**src/rtl/bf_pkg.sv**
```systemverilog
// Package with constants, register map and carrier types of the breaker-failure timer logic.
package bf_pkg;

  // Clock rate and the timing step of both delay settings.
  localparam int unsigned CLK_HZ        = 50_000_000;
  localparam int unsigned STEP_US       = 5_000;
  localparam int unsigned STEP_CYCLES   = (CLK_HZ / 1_000_000) * STEP_US;
  localparam int unsigned STEP_CNT_W    = 18;

  // Delay settings are counted in steps of 5 ms; 1800 s needs 360000 steps.
  localparam int unsigned DELAY_W       = 20;
  localparam int unsigned RETRIP_DEF_MS = 100;
  localparam int unsigned BF_DEF_MS     = 200;
  localparam logic [19:0] RETRIP_DEF    = 20'(RETRIP_DEF_MS * 1_000 / STEP_US);
  localparam logic [19:0] BF_DEF        = 20'(BF_DEF_MS * 1_000 / STEP_US);

  // Register offsets on the plain register port.
  localparam logic [7:0] OFS_CTRL       = 8'h00;
  localparam logic [7:0] OFS_RETRIP     = 8'h04;
  localparam logic [7:0] OFS_BF         = 8'h08;
  localparam logic [7:0] OFS_STATUS     = 8'h0C;

  // Control register fields and reset values.
  localparam int unsigned CTRL_MODE_LSB = 0;
  localparam int unsigned CTRL_RT_EN    = 2;
  localparam logic        RT_EN_DEF     = 1'b1;

  // Status register fields.
  localparam int unsigned STAT_COND_LSB = 0;
  localparam int unsigned STAT_PH_BIT   = 8;
  localparam int unsigned STAT_RES_BIT  = 9;
  localparam int unsigned STAT_TRIP_BIT = 10;
  localparam int unsigned STAT_BLK_BIT  = 11;

  // Start criterion; code 2'b11 is illegal and behaves as current only.
  typedef enum logic [1:0] {
    MODE_CURRENT     = 2'b00,
    MODE_CUR_AND_DO  = 2'b01,
    MODE_CUR_OR_DO   = 2'b10
  } mode_t;

  // Function condition shown in the status register.
  typedef enum logic [4:0] {
    COND_NORMAL  = 5'b0_0001,
    COND_START   = 5'b0_0010,
    COND_RETRIP  = 5'b0_0100,
    COND_BF_ON   = 5'b0_1000,
    COND_BLOCKED = 5'b1_0000
  } cond_t;

  // Settings written by software.
  typedef struct packed {
    logic [1:0]  mode;
    logic        retrip_en;
    logic [19:0] retrip_delay_setting;
    logic [19:0] bf_delay;
  } cfg_t;

  // Over-threshold flags and monitor inputs sampled together.
  typedef struct packed {
    logic phase_over;
    logic residual_over;
    logic trip_monitor;
    logic block;
  } sense_t;

endpackage : bf_pkg

```
**src/rtl/step_tick_gen.sv**
```systemverilog
// Step tick generator: one pulse per 5 ms step while a pick-up is running.
`timescale 1ns/100ps
module step_tick_gen #(
  parameter logic [17:0] STEP_CYCLES = 18'(bf_pkg::STEP_CYCLES)
) (
  input  wire logic clk_in,
  input  wire logic rst_n_in,
  input  wire logic run_in,
  output logic      tick_out
);

  logic [17:0] cnt_q;
  logic [17:0] cnt_d;
  logic        tick_q;
  logic        tick_d;

  // Restarting from zero on every new pick-up keeps each delay a whole number of steps from the start.
  always_comb begin
    cnt_d  = 18'h0_0000;
    tick_d = 1'b0;
    if (run_in) begin
      if (cnt_q >= STEP_CYCLES - 18'h0_0001) begin
        tick_d = 1'b1;
      end else begin
        cnt_d = cnt_q + 18'h0_0001;
      end
    end
  end

  // Registers of the step counter.
  always_ff @(posedge clk_in or negedge rst_n_in) begin
    if (!rst_n_in) begin
      cnt_q  <= 18'h0_0000;
      tick_q <= 1'b0;
    end else begin
      cnt_q  <= cnt_d;
      tick_q <= tick_d & run_in;
    end
  end

  assign tick_out = tick_q & run_in; // A tick left over after the run ends is dropped.

endmodule : step_tick_gen

```
**src/rtl/delay_timer.sv**
```systemverilog
// Delay timer counting steps up to a programmed limit, with clear and saturation.
`timescale 1ns/100ps
module delay_timer (
  input  wire logic        clk_in,
  input  wire logic        rst_n_in,
  input  wire logic        run_in,
  input  wire logic        tick_in,
  input  wire logic [19:0] limit_in,
  output logic             done_out
);

  logic [19:0] cnt_q;
  logic [19:0] cnt_d;

  // Not running clears the count; the count saturates at the limit.
  always_comb begin
    cnt_d = cnt_q;
    if (!run_in) begin
      cnt_d = 20'h0_0000;
    end else if (tick_in && (cnt_q < limit_in)) begin
      cnt_d = cnt_q + 20'h0_0001;
    end
  end

  // Count register.
  always_ff @(posedge clk_in or negedge rst_n_in) begin
    if (!rst_n_in) begin
      cnt_q <= 20'h0_0000;
    end else begin
      cnt_q <= cnt_d;
    end
  end

  // A limit lowered below the count while running expires at once.
  assign done_out = run_in && (cnt_q >= limit_in);

endmodule : delay_timer

```
**src/rtl/breaker_fail_timer_logic.sv**
```systemverilog
// Top of the breaker-failure supervision logic: criterion, timers, outputs and registers.
//
// Implementation choices: the register offsets and the strobed register port.
`timescale 1ns/100ps

// The over-threshold flags arrive ready-made from the measuring front end, and the primary trip
// contact is seen only through its monitor input; this block only decides when the pick-up
// condition holds and for how long it has held.
//
// Both delays are counted in whole steps of one shared step tick. The step counter restarts at
// every new pick-up, so a delay of N steps lasts N full steps plus two clock cycles of pipeline,
// and a delay of zero steps shows its output together with the start indication.
//
// Settings may be changed while a pick-up runs. A limit moved below the elapsed count expires at
// once, which errs towards tripping rather than towards leaving a failed breaker in service.
//
// The indication outputs are levels. Start follows the unblocked pick-up, retrip and breaker fail
// follow their timers, and blocked shows a pick-up that the block input holds off. All of them
// fall in the cycle after the pick-up goes, so a cleared fault cannot leave a trip command standing.
//
// A block that arrives while a start is running drops the start and clears both timers; when the
// block goes, timing begins again from zero rather than carrying on from where it stopped.
//
// Software reaches the settings over a plain register port that answers every read in the next
// cycle and never makes the master wait.

module breaker_fail_timer_logic #(
  parameter int unsigned STEP_CYCLES = bf_pkg::STEP_CYCLES
) (
  input  wire logic        clk_in,
  input  wire logic        nrst_in,
  input  wire logic        phase_over_in,
  input  wire logic        residual_over_in,
  input  wire logic        trip_monitor_in,
  input  wire logic        block_in,
  input  wire logic [7:0]  addr_in,
  input  wire logic [31:0] wr_data_in,
  input  wire logic        wr_en_in,
  input  wire logic        rd_en_in,
  output logic [31:0]      rd_data_out,
  output logic             breaker_fail_pickup_out,
  output logic             retrip_out,
  output logic             breaker_fail_trip_out,
  output logic             blocked_out
);

  // Internal reset, released through two flip-flops.
  logic            rst_meta_q;
  logic            rst_n_q;

  // Settings, sampled inputs, condition code and read data.
  bf_pkg::cfg_t    cfg_q;
  bf_pkg::cfg_t    cfg_d;
  bf_pkg::sense_t  sense;
  bf_pkg::cond_t   cond_q;
  bf_pkg::cond_t   cond_d;
  logic [31:0]     rd_data_q;
  logic [31:0]     rd_data_d;

  // Output registers and their next values.
  logic            pickup_q;
  logic            pickup_d;
  logic            retrip_q;
  logic            retrip_d;
  logic            bf_q;
  logic            bf_d;
  logic            blocked_q;
  logic            blocked_d;

  // Criterion, timer control and timer results.
  logic            current_over;
  logic            pickup_raw;
  logic            run;
  logic            rt_run;
  logic            tick;
  logic [1:0]      tmr_run;
  logic [19:0]     tmr_limit [2];
  logic [1:0]      tmr_done;
  logic            rt_done;
  logic            bf_done;

  // Reset release through two flip-flops; assertion stays asynchronous. The outputs drive trip
  // coils, so they must fall as soon as reset is applied, but a release close to a clock edge
  // must not let some counters leave reset a cycle before the others. Only the second
  // flip-flop is read by the rest of the design.
  always_ff @(posedge clk_in or negedge nrst_in) begin
    if (!nrst_in) begin
      rst_meta_q <= 1'b0;
      rst_n_q    <= 1'b0;
    end else begin
      rst_meta_q <= 1'b1;
      rst_n_q    <= rst_meta_q;
    end
  end

  // Inputs are synchronous to the clock and are gathered as one bundle.
  // No synchroniser is placed here; the flags come from logic on this same clock, and a flag
  // that arrives from elsewhere must be synchronised before it reaches these pins.
  assign sense.phase_over    = phase_over_in;
  assign sense.residual_over = residual_over_in;
  assign sense.trip_monitor  = trip_monitor_in;
  assign sense.block         = block_in;
  assign current_over        = sense.phase_over | sense.residual_over;

  // Pick-up condition of the selected criterion. Current only ignores the trip monitor altogether.
  // Current and trip needs both at once, so a trip contact that drops out resets the timers even
  // while current still flows. Current or trip holds the pick-up until both have gone, which keeps
  // supervising a breaker whose current has fallen while the trip command still stands.
  always_comb begin
    unique case (cfg_q.mode)
      bf_pkg::MODE_CUR_AND_DO: begin
        // Timers stay at zero while the current is high and the trip is not yet seen.
        pickup_raw = current_over & sense.trip_monitor;
      end
      bf_pkg::MODE_CUR_OR_DO: begin
        // Either cause alone keeps the timers running.
        pickup_raw = current_over | sense.trip_monitor;
      end
      bf_pkg::MODE_CURRENT: begin
        // The trip monitor plays no part here.
        pickup_raw = current_over;
      end
      default: begin
        pickup_raw = current_over; // Illegal code falls back to current only.
      end
    endcase
  end

  // The block input suppresses timing and releases a start already running.
  // Blocked is shown only while a pick-up is present, so a block held on a quiet feeder stays silent.
  assign run    = pickup_raw & ~sense.block;
  assign rt_run = run & cfg_q.retrip_en;

  // One step tick source is shared, since the same pick-up starts both timers.
  // The step count is 18 bits wide, enough for a 5 ms step at the 50 MHz clock. A shorter step may
  // be set for simulation through the parameter.
  step_tick_gen #(
    .STEP_CYCLES (18'(STEP_CYCLES))
  ) u_tick (
    .clk_in   (clk_in),
    .rst_n_in (rst_n_q),
    .run_in   (run),
    .tick_out (tick)
  );

  // Per-timer run and limit: index 0 is the retrip timer, which runs only while retrip is enabled,
  // and index 1 the breaker-failure timer. With retrip off the retrip limit is simply never used.
  assign tmr_run[0]   = rt_run;
  assign tmr_run[1]   = run;
  assign tmr_limit[0] = cfg_q.retrip_delay_setting;
  assign tmr_limit[1] = cfg_q.bf_delay;

  // One delay timer per trip output; both count the shared tick from the same start, each to its own limit.
  for (genvar i = 0; i < 2; i++) begin : g_timer
    delay_timer u_timer (
      .clk_in   (clk_in),
      .rst_n_in (rst_n_q),
      .run_in   (tmr_run[i]),
      .tick_in  (tick),
      .limit_in (tmr_limit[i]),
      .done_out (tmr_done[i])
    );
  end

  // Done flags back under their own names for the output logic.
  assign rt_done = tmr_done[0];
  assign bf_done = tmr_done[1];

  // Output next values; all drop at the same edge that clears the timers.
  // The condition code takes the status priority: blocked, then breaker fail, then retrip,
  // then start. Turning retrip off during a fault drops the retrip output at the next edge.
  always_comb begin
    pickup_d  = run;
    retrip_d  = rt_run & rt_done;
    bf_d      = run & bf_done;
    blocked_d = pickup_raw & sense.block;
    if (blocked_d) begin
      cond_d = bf_pkg::COND_BLOCKED;
    end else if (bf_d) begin
      cond_d = bf_pkg::COND_BF_ON;
    end else if (retrip_d) begin
      cond_d = bf_pkg::COND_RETRIP;
    end else if (pickup_d) begin
      cond_d = bf_pkg::COND_START;
    end else begin
      cond_d = bf_pkg::COND_NORMAL;
    end
  end

  // Output registers. Every pin leaves a flip-flop, so a glitch in the criterion logic can never
  // pulse a trip coil, at the price of one cycle of latency on every indication.
  always_ff @(posedge clk_in or negedge rst_n_q) begin
    if (!rst_n_q) begin
      pickup_q  <= 1'b0;
      retrip_q  <= 1'b0;
      bf_q      <= 1'b0;
      blocked_q <= 1'b0;
      cond_q    <= bf_pkg::COND_NORMAL;
    end else begin
      pickup_q  <= pickup_d;
      retrip_q  <= retrip_d;
      bf_q      <= bf_d;
      blocked_q <= blocked_d;
      cond_q    <= cond_d;
    end
  end

  // Register writes; a setting changed during a pick-up takes effect at once.
  // The control word holds the criterion in its two low bits and the retrip enable in bit 2;
  // criterion code 3 is not defined and acts as current only rather than stopping supervision.
  // The retrip and breaker-failure words each hold a delay of up to 20 bits, counted in steps,
  // so the longest setting is a little over 87 minutes at the 5 ms step.
  // Writes to the status word or to an unmapped address change nothing, and the port never stalls.
  always_comb begin
    cfg_d = cfg_q;
    if (wr_en_in) begin
      unique case (addr_in)
        bf_pkg::OFS_CTRL: begin
          cfg_d.mode      = wr_data_in[bf_pkg::CTRL_MODE_LSB +: 2];
          cfg_d.retrip_en = wr_data_in[bf_pkg::CTRL_RT_EN];
        end
        bf_pkg::OFS_RETRIP: begin
          cfg_d.retrip_delay_setting = wr_data_in[bf_pkg::DELAY_W-1:0];
        end
        bf_pkg::OFS_BF: begin
          cfg_d.bf_delay = wr_data_in[bf_pkg::DELAY_W-1:0];
        end
        default: begin
          cfg_d = cfg_q; // Writes elsewhere are ignored.
        end
      endcase
    end
  end

  // Register reads; data stand only in the cycle after the strobe.
  // Outside that cycle the read data are zero, so a bus that ORs several slaves together needs no
  // extra gating. Status shows the one-hot condition in bits 4:0 and the live input flags in 11:8.
  always_comb begin
    rd_data_d = 32'h0000_0000;
    if (rd_en_in) begin
      unique case (addr_in)
        bf_pkg::OFS_CTRL: begin
          rd_data_d[bf_pkg::CTRL_MODE_LSB +: 2] = cfg_q.mode;
          rd_data_d[bf_pkg::CTRL_RT_EN]         = cfg_q.retrip_en;
        end
        bf_pkg::OFS_RETRIP: begin
          rd_data_d[bf_pkg::DELAY_W-1:0] = cfg_q.retrip_delay_setting;
        end
        bf_pkg::OFS_BF: begin
          rd_data_d[bf_pkg::DELAY_W-1:0] = cfg_q.bf_delay;
        end
        bf_pkg::OFS_STATUS: begin
          // Condition and raw flags are taken at the strobe edge, like every other word.
          rd_data_d[bf_pkg::STAT_COND_LSB +: 5] = cond_q;
          rd_data_d[bf_pkg::STAT_PH_BIT]        = sense.phase_over;
          rd_data_d[bf_pkg::STAT_RES_BIT]       = sense.residual_over;
          rd_data_d[bf_pkg::STAT_TRIP_BIT]      = sense.trip_monitor;
          rd_data_d[bf_pkg::STAT_BLK_BIT]       = sense.block;
        end
        default: begin
          rd_data_d = 32'h0000_0000; // Unmapped addresses read as zero.
        end
      endcase
    end
  end

  // Register file and read data registers.
  // Reset brings back current only with retrip on and the default delays, so a unit that restarts
  // without software still supervises its breaker.
  always_ff @(posedge clk_in or negedge rst_n_q) begin
    if (!rst_n_q) begin
      cfg_q.mode                 <= bf_pkg::MODE_CURRENT;
      cfg_q.retrip_en            <= bf_pkg::RT_EN_DEF;
      cfg_q.retrip_delay_setting <= bf_pkg::RETRIP_DEF;
      cfg_q.bf_delay             <= bf_pkg::BF_DEF;
      rd_data_q                  <= 32'h0000_0000;
    end else begin
      cfg_q     <= cfg_d;
      rd_data_q <= rd_data_d;
    end
  end

  // Top-level pins taken straight from their registers.
  assign rd_data_out             = rd_data_q;
  assign breaker_fail_pickup_out = pickup_q;
  assign retrip_out              = retrip_q;
  assign breaker_fail_trip_out   = bf_q;
  assign blocked_out             = blocked_q;

endmodule : breaker_fail_timer_logic

```
**config.mk**
```make
export PLATFORM = sky130hd
export DESIGN_NAME = breaker_fail_timer_logic
export DESIGN_NICKNAME = d
export VERILOG_FILES = /design/src/rtl/bf_pkg.sv /design/src/rtl/step_tick_gen.sv /design/src/rtl/delay_timer.sv /design/src/rtl/breaker_fail_timer_logic.sv
export SDC_FILE = /design/constraint.sdc
export NUM_CORES = 1
export LEC_CHECK = 0
export ABC_AREA = 1
export BUFFER_PORTS_ARGS = -buffer_cell sky130_fd_sc_hd__buf_2
export CAP_MARGIN = 20
export CORE_ASPECT_RATIO = 0.8
export CORE_MARGIN = 1
export CORE_UTILIZATION = 45
export DETAILED_ROUTE_END_ITERATION = 10
export GPL_ROUTABILITY_DRIVEN = 0
export SYNTH_ARGS = -nofsm -noshare
export SYNTH_HDL_FRONTEND = slang
export SYNTH_SLANG_ARGS = --single-unit
```
**constraint.sdc**
```tcl
create_clock -name clk_in -period 7.2 [get_ports clk_in]
set_input_delay 1.08 -clock clk_in [delete_from_list [all_inputs] [get_ports clk_in]]
set_output_delay 1.08 -clock clk_in [all_outputs]
set_load 0.01 [all_outputs]
```
# Word-level counts from Yosys, hierarchy flattened

Cells that the tools add are included.

Bits in registers: 145
Logic and storage cells: 69

Add/subtract/negate cells: 3
$lt $le $gt $ge: 5
Eq/ne operators: 7
Multiplexer cells: 19
Bitwise gates (word level): 11
Reductions and logical operators: 8

Operator list:

| operator                | count |
|---|---|
| $mux W20                | 5 |
| $add A20 B1 Y20 const B | 2 |
| $ge A20 B20 Y1          | 2 |
| $lt A20 B20 Y1          | 2 |
| $mux W18                | 2 |
| $add A18 B1 Y18 const B | 1 |
| $ge A18 B18 Y1 const B  | 1 |
| $eq A8 B4 Y1 const B    | 2 |
| $pmux W8 S2             | 1 |
| $pmux W3 S4             | 1 |
| $pmux W4 S3             | 1 |
| $and A1 B1 Y1           | 8 |
| $eq A8 B3 Y1 const B    | 1 |
| $logic_not A8 Y1        | 1 |
| $pmux W2 S3             | 1 |
| $pmux W3 S2             | 1 |
| $reduce_and A2 Y1       | 3 |
| $mux W5                 | 1 |
| $logic_and A1 B1 Y1     | 4 |
| $mux W4                 | 1 |
| $ne A2 B2 Y1 const B    | 2 |
| $mux W3                 | 1 |
| $eq A2 B1 Y1 const B    | 1 |
| $eq A2 B2 Y1 const B    | 1 |
| 5 further kinds         | 7 |

# Logic depth before layout (Yosys ltp)

Gate-level depths: netlist (run 1).

Depth in word-level cells: 10
Mapped depth: 14
Gate-level depth less buffers: 14

# Cells and area by module

A second synthesis (run 1) with hierarchy kept.

Cells, all modules: 1,072
Area total of the unflattened synthesis: 8,434.3 µm²

By module, submodules not included:

| module                            | instances | cells an instance | area an instance (µm²) | seq. area each (µm²) |
|---|---|---|---|---|
| breaker_fail_timer_logic          | 1         | 351               | 3,448.3                | 1,834.3 |
| delay_timer at g_timer[1].u_timer | 1         | 298               | 1,983.2                | 500.5 |
| delay_timer at g_timer[0].u_timer | 1         | 278               | 1,896.8                | 500.5 |
| step_tick_gen                     | 1         | 145               | 1,106.1                | 475.5 |

# Least setup slack after synthesis (run 1)

Ideal clock, no wire load.

Kind: input port to flip-flop
From: input port addr_in[1]
To: register cfg_q[0] in the netlist's numbering
Arrival: 2.069 ns
Path slack: 5.010 ns
Cell stages on the path: 9
Path buffers: 2
Cell sequence: or2_1 > buf_6 > nor3_2 > nand2_2 > inv_2 > nand2_2 > buf_2 > nand2_1 > o21ai_1

Cells in the longest elaborated chain, start to end: 2

RTL lines:

| element                            | line                            | RTL |
|---|---|---|
| from (decl)                        | breaker_fail_timer_logic.sv:36  | `input wire logic [7:0] addr_in,` |
| $eq A8 B4 Y1                       | breaker_fail_timer_logic.sv:217 | `unique case (addr_in)` |
| $reduce_and A2 Y1 (no source line) | --                              |  |
| to (signal assigned)               | breaker_fail_timer_logic.sv:278 | `cfg_q <= cfg_d;` |
| to (decl)                          | breaker_fail_timer_logic.sv:52  | `bf_pkg::cfg_t cfg_q;` |

Every way passes these cells.
A chain may end at the register's enable or synchronous reset.

# Worst setup path in the final report (run 1)

From: register cfg_q[41] in the netlist's numbering
To: register g_timer[1].u_timer.cnt_q[6]

Cells in the longest elaborated chain, start to end: 6
Elaborated cells on any way between the ends: 8
Those cells by class: 3 x eq/ne; 2 x mux; 2 x bitwise; 1 x reduce/logical

RTL lines:

| element                                      | line                            | RTL |
|---|---|---|
| $eq A2 B2 Y1 or $eq A2 B1 Y1 (tied branches) | breaker_fail_timer_logic.sv:110 | `unique case (cfg_q.mode)` |
| $pmux W1 S2 *                                | breaker_fail_timer_logic.sv:110 |  |
| $and A1 B1 Y1 *                              | breaker_fail_timer_logic.sv:131 | `assign run = pickup_raw & ~sense.block;` |
| $and A1 B1 Y1                                | step_tick_gen.sv:41             | `assign tick_out = tick_q & run_in;` |
| $logic_and A1 B1 Y1                          | delay_timer.sv:20               | `end else if (tick_in && (cnt_q < limit_in)) begin` |
| $ne A2 B2 Y1 (no source line)                | --                              |  |
| to (signal assigned)                         | delay_timer.sv:30               | `cnt_q <= cnt_d;` |
| to (decl)                                    | delay_timer.sv:12               | `logic [19:0] cnt_q;` |

Every way passes the cells marked *; elsewhere a longest branch is shown, timed or not.

==> flow_metrics.py, run 1 <==
metrics = {
    "yosys": {
        "ys.flop_type": "dfrtp_1",
        "syn_inst": 1042,
        "yosysTopAreaCellShare_pct": 39.9,
        "synth-edff-count": 0,
        "ys_warn_count": 0,
        "yosysSeqAreaShare_pct": 41.9,
        "yosys-top-cells-area": "dfrtp_1 (40%), nand2_1 (14%), ha_1 (7.1%)",
        "syn-cell-area_um2": 7900,
        "ys_types": 39,
        "yosysMostFrequentCell": "nand2_1",
        "syn_area_per_cell_um2": 7.58,
        "ys_ff_latch": 132,
        "async_reset_ff_share_pct": 100,
        "yosys-top-cells-count": "nand2_1 (295), nor2_1 (145), dfrtp_1 (126), inv_1 (113), nand3_1 (75)",
        "synth_top_area_cell": "dfrtp_1",
    },
    "worst_setup_path": {
        "cp.required_ns": 7.56,
        "worstPathArrival_ns": 3.77,
        "rr_worst_depth": 10,
        "r2r-start": "cfg_q[41]$_DFFE_PN0P_",
        "cp-start-kind": "flop",
        "cpPeakStageDelay_ns": 0.85,
        "crit_slowest_cell": "nand4_1",
        "cp-end-kind": "flop",
        "path_buf_inv": 1,
        "critical_path_peak_fanout": 21,
        "regToRegEndpoint": "g_timer[1].u_timer.cnt_q[6]$_DFFE_PN0P_",
        "critical_path_class": "reg2reg",
        "path_cells": "inv_1, ha_1, nand3b_1, nand2_2, nand2_4, nor2_8, nand4_1, nand2_1, nand2_1, nand2_1",
        "reg2reg_slack_ns": 3.78,
        "cpMostUsedCell": "nand2_1",
        "crit_family": "simple AND/OR/NAND/NOR gates",
    },
    "grt": {
        "grtUsageTotal_pct": 23.5,
        "antenna_found_initial": 0,
        "grt_pass1_wl_mm": 32.3,
        "grt_max_degree": 48,
        "grt_overflow_total": 0,
        "first_global_vias": 6194,
    },
    "floorplanning": {
        "rows": 42,
        "die_y_um": 121,
        "coreArea_um2": 16900,
        "io_pins": 84,
        "initial_core_util_pct": 46.8,
        "die_x_um": 150,
        "die-area_um2": 18100,
    },
    "route": {
        "drcViolationCount": 0,
        "vias": 6626,
        "vias_per_cell": 5.00,
        "drt_pass1_iterations": 5,
        "wl_per_cell_um": 14.6,
        "drt-total-wl_mm": 19.4,
        "final_antenna_net_count": 0,
        "drt_iter0_markers": 472,
    },
    "status": {
        "status": "finished clean",
    },
    "sta": {
        "setup-tns-final_ns": 0,
        "whs_ns": 0.308,
        "min_period_over_period_pct": 47.5,
        "skew_ns": 0.0122,
        "rsz0062_at_grt": "no",
        "tightest_slew_ns": 1.00,
        "period_needed_ns": 3.42,
        "slew_headroom_pct": 32.9,
        "drv_slew": 0,
        "setup_viol": 0,
        "clock.fmax_mhz": 293,
        "final-hold-violation-count": 0,
    },
    "placement": {
        "port_buffers": 59,
        "dp_hpwl_mm": 14.0,
    },
    "pwr": {
        "vdd_drop_max_mv": 0.150,
        "p_per_area_nw_per_um2": 204,
        "leakage_nw": 4.32,
    },
    "layout": {
        "antenna_cells": 0,
        "area_growth_pct": 12.0,
        "drive_gt1_share_pct": 11.5,
        "nFillCells": 1620,
        "nets": 1185,
    },
    "cts": {
        "cts-root-buf": "clkbuf_16",
        "cts_setup_buffers": 0,
        "cts.repair.resized": 0,
        "numCtsBuffers": 17,
        "clk_path_buf_depth": 2,
        "ctsHoldBuffers": 0,
        "clk_pin_slew_ns": 0.06,
        "cts_tree": "yes",
        "htreeDepth": 4,
        "cts_num_sinks": 132,
        "clk_latency_ns": 0.43,
    },
    "run": {
        "cap_violations": 0,
    },
    "worst_hold_path": {
        "hold_class": "reg2async",
    },
}
-- routing by layer --
metal / global-route usage, % / wire length, um / vias up
met4: 7.01 / 298 / 0
li1: - / - / 3385
met5: 0 / 0 / -
met2: 32.3 / 7720 / 193
met1: 36.7 / 10200 / 3023
met3: 4.38 / 1170 / 25
-- cells by family (layout without fill, tap and decap cells) --
kind of cell               Yosys count  count (layout)  share of synthesized area (%)
and+or+nand+nor                    570             570                           31.1
buffers and inverters              160             212                           9.27
DFF                                132             132                           41.9
AOI/OAI and AO/OA                   93              93                           6.07
adders and majority gates           45              45                           7.13
xor gates and xnor gates            40              40                           4.44
other                                2              13                         0.0951
-- power by group --
part	internal, mW	total (mW)	switching [mW]
combinational	0.0400	0.143	0.103
sequential	0.762	0.778	0.0162
clock	0.529	0.889	0.360
total	1.33	1.81	0.479
-- layout by cell type (no fill, tap or decap), types with 2 or more instances in the layout --
cell       count
nor3_1        10
nor2_4         2
bufinv_16      2
nand3b_1       3
inv_2          5
a21o_1         2
o21ai_1       40
clkinv_4       2
ha_1          45
nand4_1       18
nor2_8         2
buf_4          3
nand2_4        2
inv_1        113
conb_1        13
buf_2         59
o21ai_0       16
nand3_1       75
inv_6          7
dfstp_2        6
xnor2_1        9
nor2_2         2
dfrtp_1      125
a21oi_1       31
nand2_1      295
o21bai_1       3
xor2_1        31
nor2_1       145
nand2_2        6
or2_2          2
clkbuf_16     17
-- how the worst max path moves through the flow --
stage / to / slack, ns / start / cells past startpoint
floorplan: blocked_out$_DFF_PN0_ / 3.26 / rst_n_q$_DFF_PN0_ / 0
global placement: g_timer[1].u_timer.cnt_q[13]$_DFFE_PN0P_ / 3.45 / residual_over_in / 10
detailed placement: g_timer[1].u_timer.cnt_q[6]$_DFFE_PN0P_ / 3.39 / trip_monitor_in / 11
CTS: g_timer[1].u_timer.cnt_q[6]$_DFFE_PN0P_ / 3.81 / cfg_q[41]$_DFFE_PN0P_ / 10
global route: g_timer[1].u_timer.cnt_q[13]$_DFFE_PN0P_ / 3.45 / cfg_q[41]$_DFFE_PN0P_ / 10
finish: g_timer[1].u_timer.cnt_q[6]$_DFFE_PN0P_ / 3.78 / cfg_q[41]$_DFFE_PN0P_ / 10
-- through the flow --
step	setup WS, ns	power, mW	util, %	cell area (um2)	instances
after CTS	3.81	1.83	52.5	8850	1325
after detailed placement	3.39	0.935	48.9	8250	1293
after floorplan	3.26	0.892	-	7940	1053
after global placement	3.45	0.932	48.9	8250	1293
final	3.78	1.81	52.5	8850	1325
after global routing	3.45	1.88	52.5	8850	1325
-- layout make-up --
class | instances | area (um2) | area share, %
clock inverter | 14 | 163 | 1.84
clock buffer | 18 | 439 | 4.96
sequential | 132 | 3310 | 37.5
tap | 220 | 275 | 3.11
timing repair buffer | 62 | 318 | 3.59
inverter | 118 | 443 | 5.00
multi-input combinational | 761 | 3900 | 44.0
-- flip-flops by register name, summed over array words and instances, names as in the netlist --
signal,count
retrip_out,1
rst_meta_q,1
cond_q,4
rst_n_q,1
cfg_q,43
breaker_fail_pickup_out,1
u_tick.cnt_q,18
blocked_out,1
g_timer.u_timer.cnt_q,40
rd_data_out,20
breaker_fail_trip_out,1
u_tick.tick_q,1
Note: power is estimated with default switching activity, not from simulation.
==> run 2, diff against run 1 <==
==> constraint.sdc (replaced) <==
create_clock -name clk_in -period 3.4 [get_ports clk_in]
set_input_delay 0.51 -clock clk_in [delete_from_list [all_inputs] [get_ports clk_in]]
set_output_delay 0.51 -clock clk_in [all_outputs]
set_load 0.01 [all_outputs]
==> run 2 against run 1 <==
Sequential share of layout area down 0.15 points. Routed wire length up 0.89%. Die area unchanged. Utilization up 0.21 points. Sequential cell count unchanged. Critical path depth unchanged. Fmax up 40%. Largest cell class unchanged.
==> flow_metrics.py, run 2 (synthesis gave the netlist of run 1 again) <==
metrics = {
    "status": {
        "status": "finished clean",
    },
    "layout": {
        "nFillCells": 1641,
        "layout_commonest_cell": "nand2_1",
        "multi_input_comb_area_um2": 3900,
        "regMostFlops": "cfg_q",
        "final_cell_area_um2": 8880,
        "area_growth_pct": 12.5,
        "largest_register_ffs": 43,
        "antenna_cells": 0,
        "finish.utilization_pct": 52.7,
        "layout_common_cells": "nand2_1 (295), nor2_1 (145), dfrtp_1 (125)",
        "drive_gt1_share_pct": 11.6,
        "nets": 1190,
        "seqCellArea_um2": 3310,
    },
    "route": {
        "wl_per_cell_um": 14.7,
        "vias_per_cell": 5.04,
        "drt_iter0_markers": 487,
        "final_antenna_net_count": 0,
        "vias": 6708,
        "drcViolationCount": 0,
        "drt-total-wl_mm": 19.6,
        "drt_pass1_iterations": 5,
    },
    "worst_hold_path": {
        "hold_class": "in2reg",
    },
    "grt": {
        "grtUsageTotal_pct": 23.4,
        "first_global_vias": 6081,
        "grt_pass1_wl_mm": 32.2,
        "antenna_found_initial": 0,
        "grt_max_degree": 71,
        "grt_overflow_total": 0,
    },
    "floorplanning": {
        "coreArea_um2": 16900,
        "io_pins": 84,
        "die-area_um2": 18100,
        "die_y_um": 121,
        "initial_core_util_pct": 46.8,
        "rows": 42,
        "die_x_um": 150,
    },
    "sta": {
        "final-hold-violation-count": 0,
        "setup_viol": 0,
        "drv_slew": 0,
        "skew_ns": 0.0115,
        "min_period_over_period_pct": 71.9,
        "setup-tns-final_ns": 0,
        "clock.fmax_mhz": 409,
        "rsz0062_at_grt": "no",
        "tightest_slew_ns": 0.953,
        "period_needed_ns": 2.45,
        "slew_headroom_pct": 36.5,
    },
    "pwr": {
        "swShare_pct": 26.2,
        "p_switching_uw": 992,
        "p_clk_share_pct": 48.3,
        "leakage_nw": 4.33,
        "vdd_drop_max_mv": 0.281,
        "p_int_mw": 2.80,
        "p_comb_share_pct": 8.0,
        "seqPwrFrac_pct": 43.7,
        "p_per_area_nw_per_um2": 426,
    },
    "cts": {
        "numCtsBuffers": 17,
        "clk_path_buf_depth": 2,
        "cts_tree": "yes",
        "clk_latency_ns": 0.43,
        "clk_pin_slew_ns": 0.06,
        "cts_num_sinks": 132,
        "cts-root-buf": "clkbuf_16",
        "cts_setup_buffers": 0,
        "cts.repair.resized": 0,
        "htreeDepth": 4,
    },
    "worst_setup_path": {
        "path_buf_inv": 2,
        "crit_slowest_cell": "dfrtp_1",
        "cp.required_ns": 3.77,
        "crit_family": "simple AND/OR/NAND/NOR gates",
        "critical_path_peak_fanout": 28,
        "cp-end-kind": "flop",
        "critical_path_class": "reg2reg",
        "worstPathArrival_ns": 2.81,
        "cpPeakStageDelay_ns": 0.41,
        "reg2reg_slack_ns": 0.95,
        "cp-start-kind": "flop",
        "path_cells": "inv_1, ha_1, nand3b_1, nand2_2, nand2_4, nor2_8, inv_1, nor3_1, nand2_1, nand2_1",
    },
    "placement": {
        "placedInstanceArea_um2": 8290,
        "dp_hpwl_mm": 14.2,
        "port_buffers": 59,
    },
    "run": {
        "cap_violations": 0,
    },
}
run 2: repair_timing:
item,4_1_cts,5_1_grt
setup endpoints to repair,0,0
hold buffers,1,0
hold endpoints to repair,2,0
run 2: layer usage:
layer	vias to the layer above	share of wire [%]	GRT usage (%)
met5	-	0	0
met4	0	0.95	6.63
met3	16	6.5	5.02
met2	225	39	31.3
met1	3071	53	37.0
li1	3396	-	-
run 2: path summary, 6_finish.rpt:
path,end,cells past startpoint,start
max,g_timer[0].u_timer.cnt_q[19]$_DFFE_PN0P_,10,cfg_q[41]$_DFFE_PN0P_
min,cfg_q[24]$_DFFE_PN1P_,3,wr_data_in[4]
max reg2reg,g_timer[0].u_timer.cnt_q[19]$_DFFE_PN0P_,10,cfg_q[41]$_DFFE_PN0P_
min reg2reg,rst_n_q$_DFF_PN0_,0,rst_meta_q$_DFF_PN0_
max in group asynchronous,cfg_q[3]$_DFFE_PN1P_,1,rst_n_q$_DFF_PN0_
min in group asynchronous,rst_n_q$_DFF_PN0_,2,nrst_in
run 2: metrics by stage:
step / setup WS [ns] / cells / power (mW) / hold WS (ns)
finish: 0.954 / 1330 / 3.79 / 0.333
CTS: 0.975 / 1330 / 3.83 / 0.319
global placement: 0.891 / 1297 / 1.98 / 0.297
global route: 0.785 / 1330 / 3.94 / 0.335
floorplan: 1.21 / 1053 / 1.89 / 0.214
detailed placement: 0.835 / 1297 / 1.99 / 0.298
run 2: power by group through the flow:
stage	clock network [mW]	registers, mW	logic [mW]
floorplan	0	1.68	0.206
global placement	0	1.69	0.300
detailed placement	0	1.68	0.303
CTS	1.87	1.66	0.305
global route	1.93	1.66	0.345
finish	1.83	1.66	0.302
run 2: area by class of cell:
cell class	count	share of cell area (%)
multi-input cells	761	43.9
flip-flops and latches	132	37.3
inverters	118	4.99
clock buffers	19	4.87
repair buffers	67	4.17
well taps	220	3.10
clock inverters	13	1.70
run 2: worst min-delay path: cells and delay by family:
kind                   cells  cell delay [ns]
buffers and inverters      2             0.17
AOI/OAI and AO/OA          1             0.07
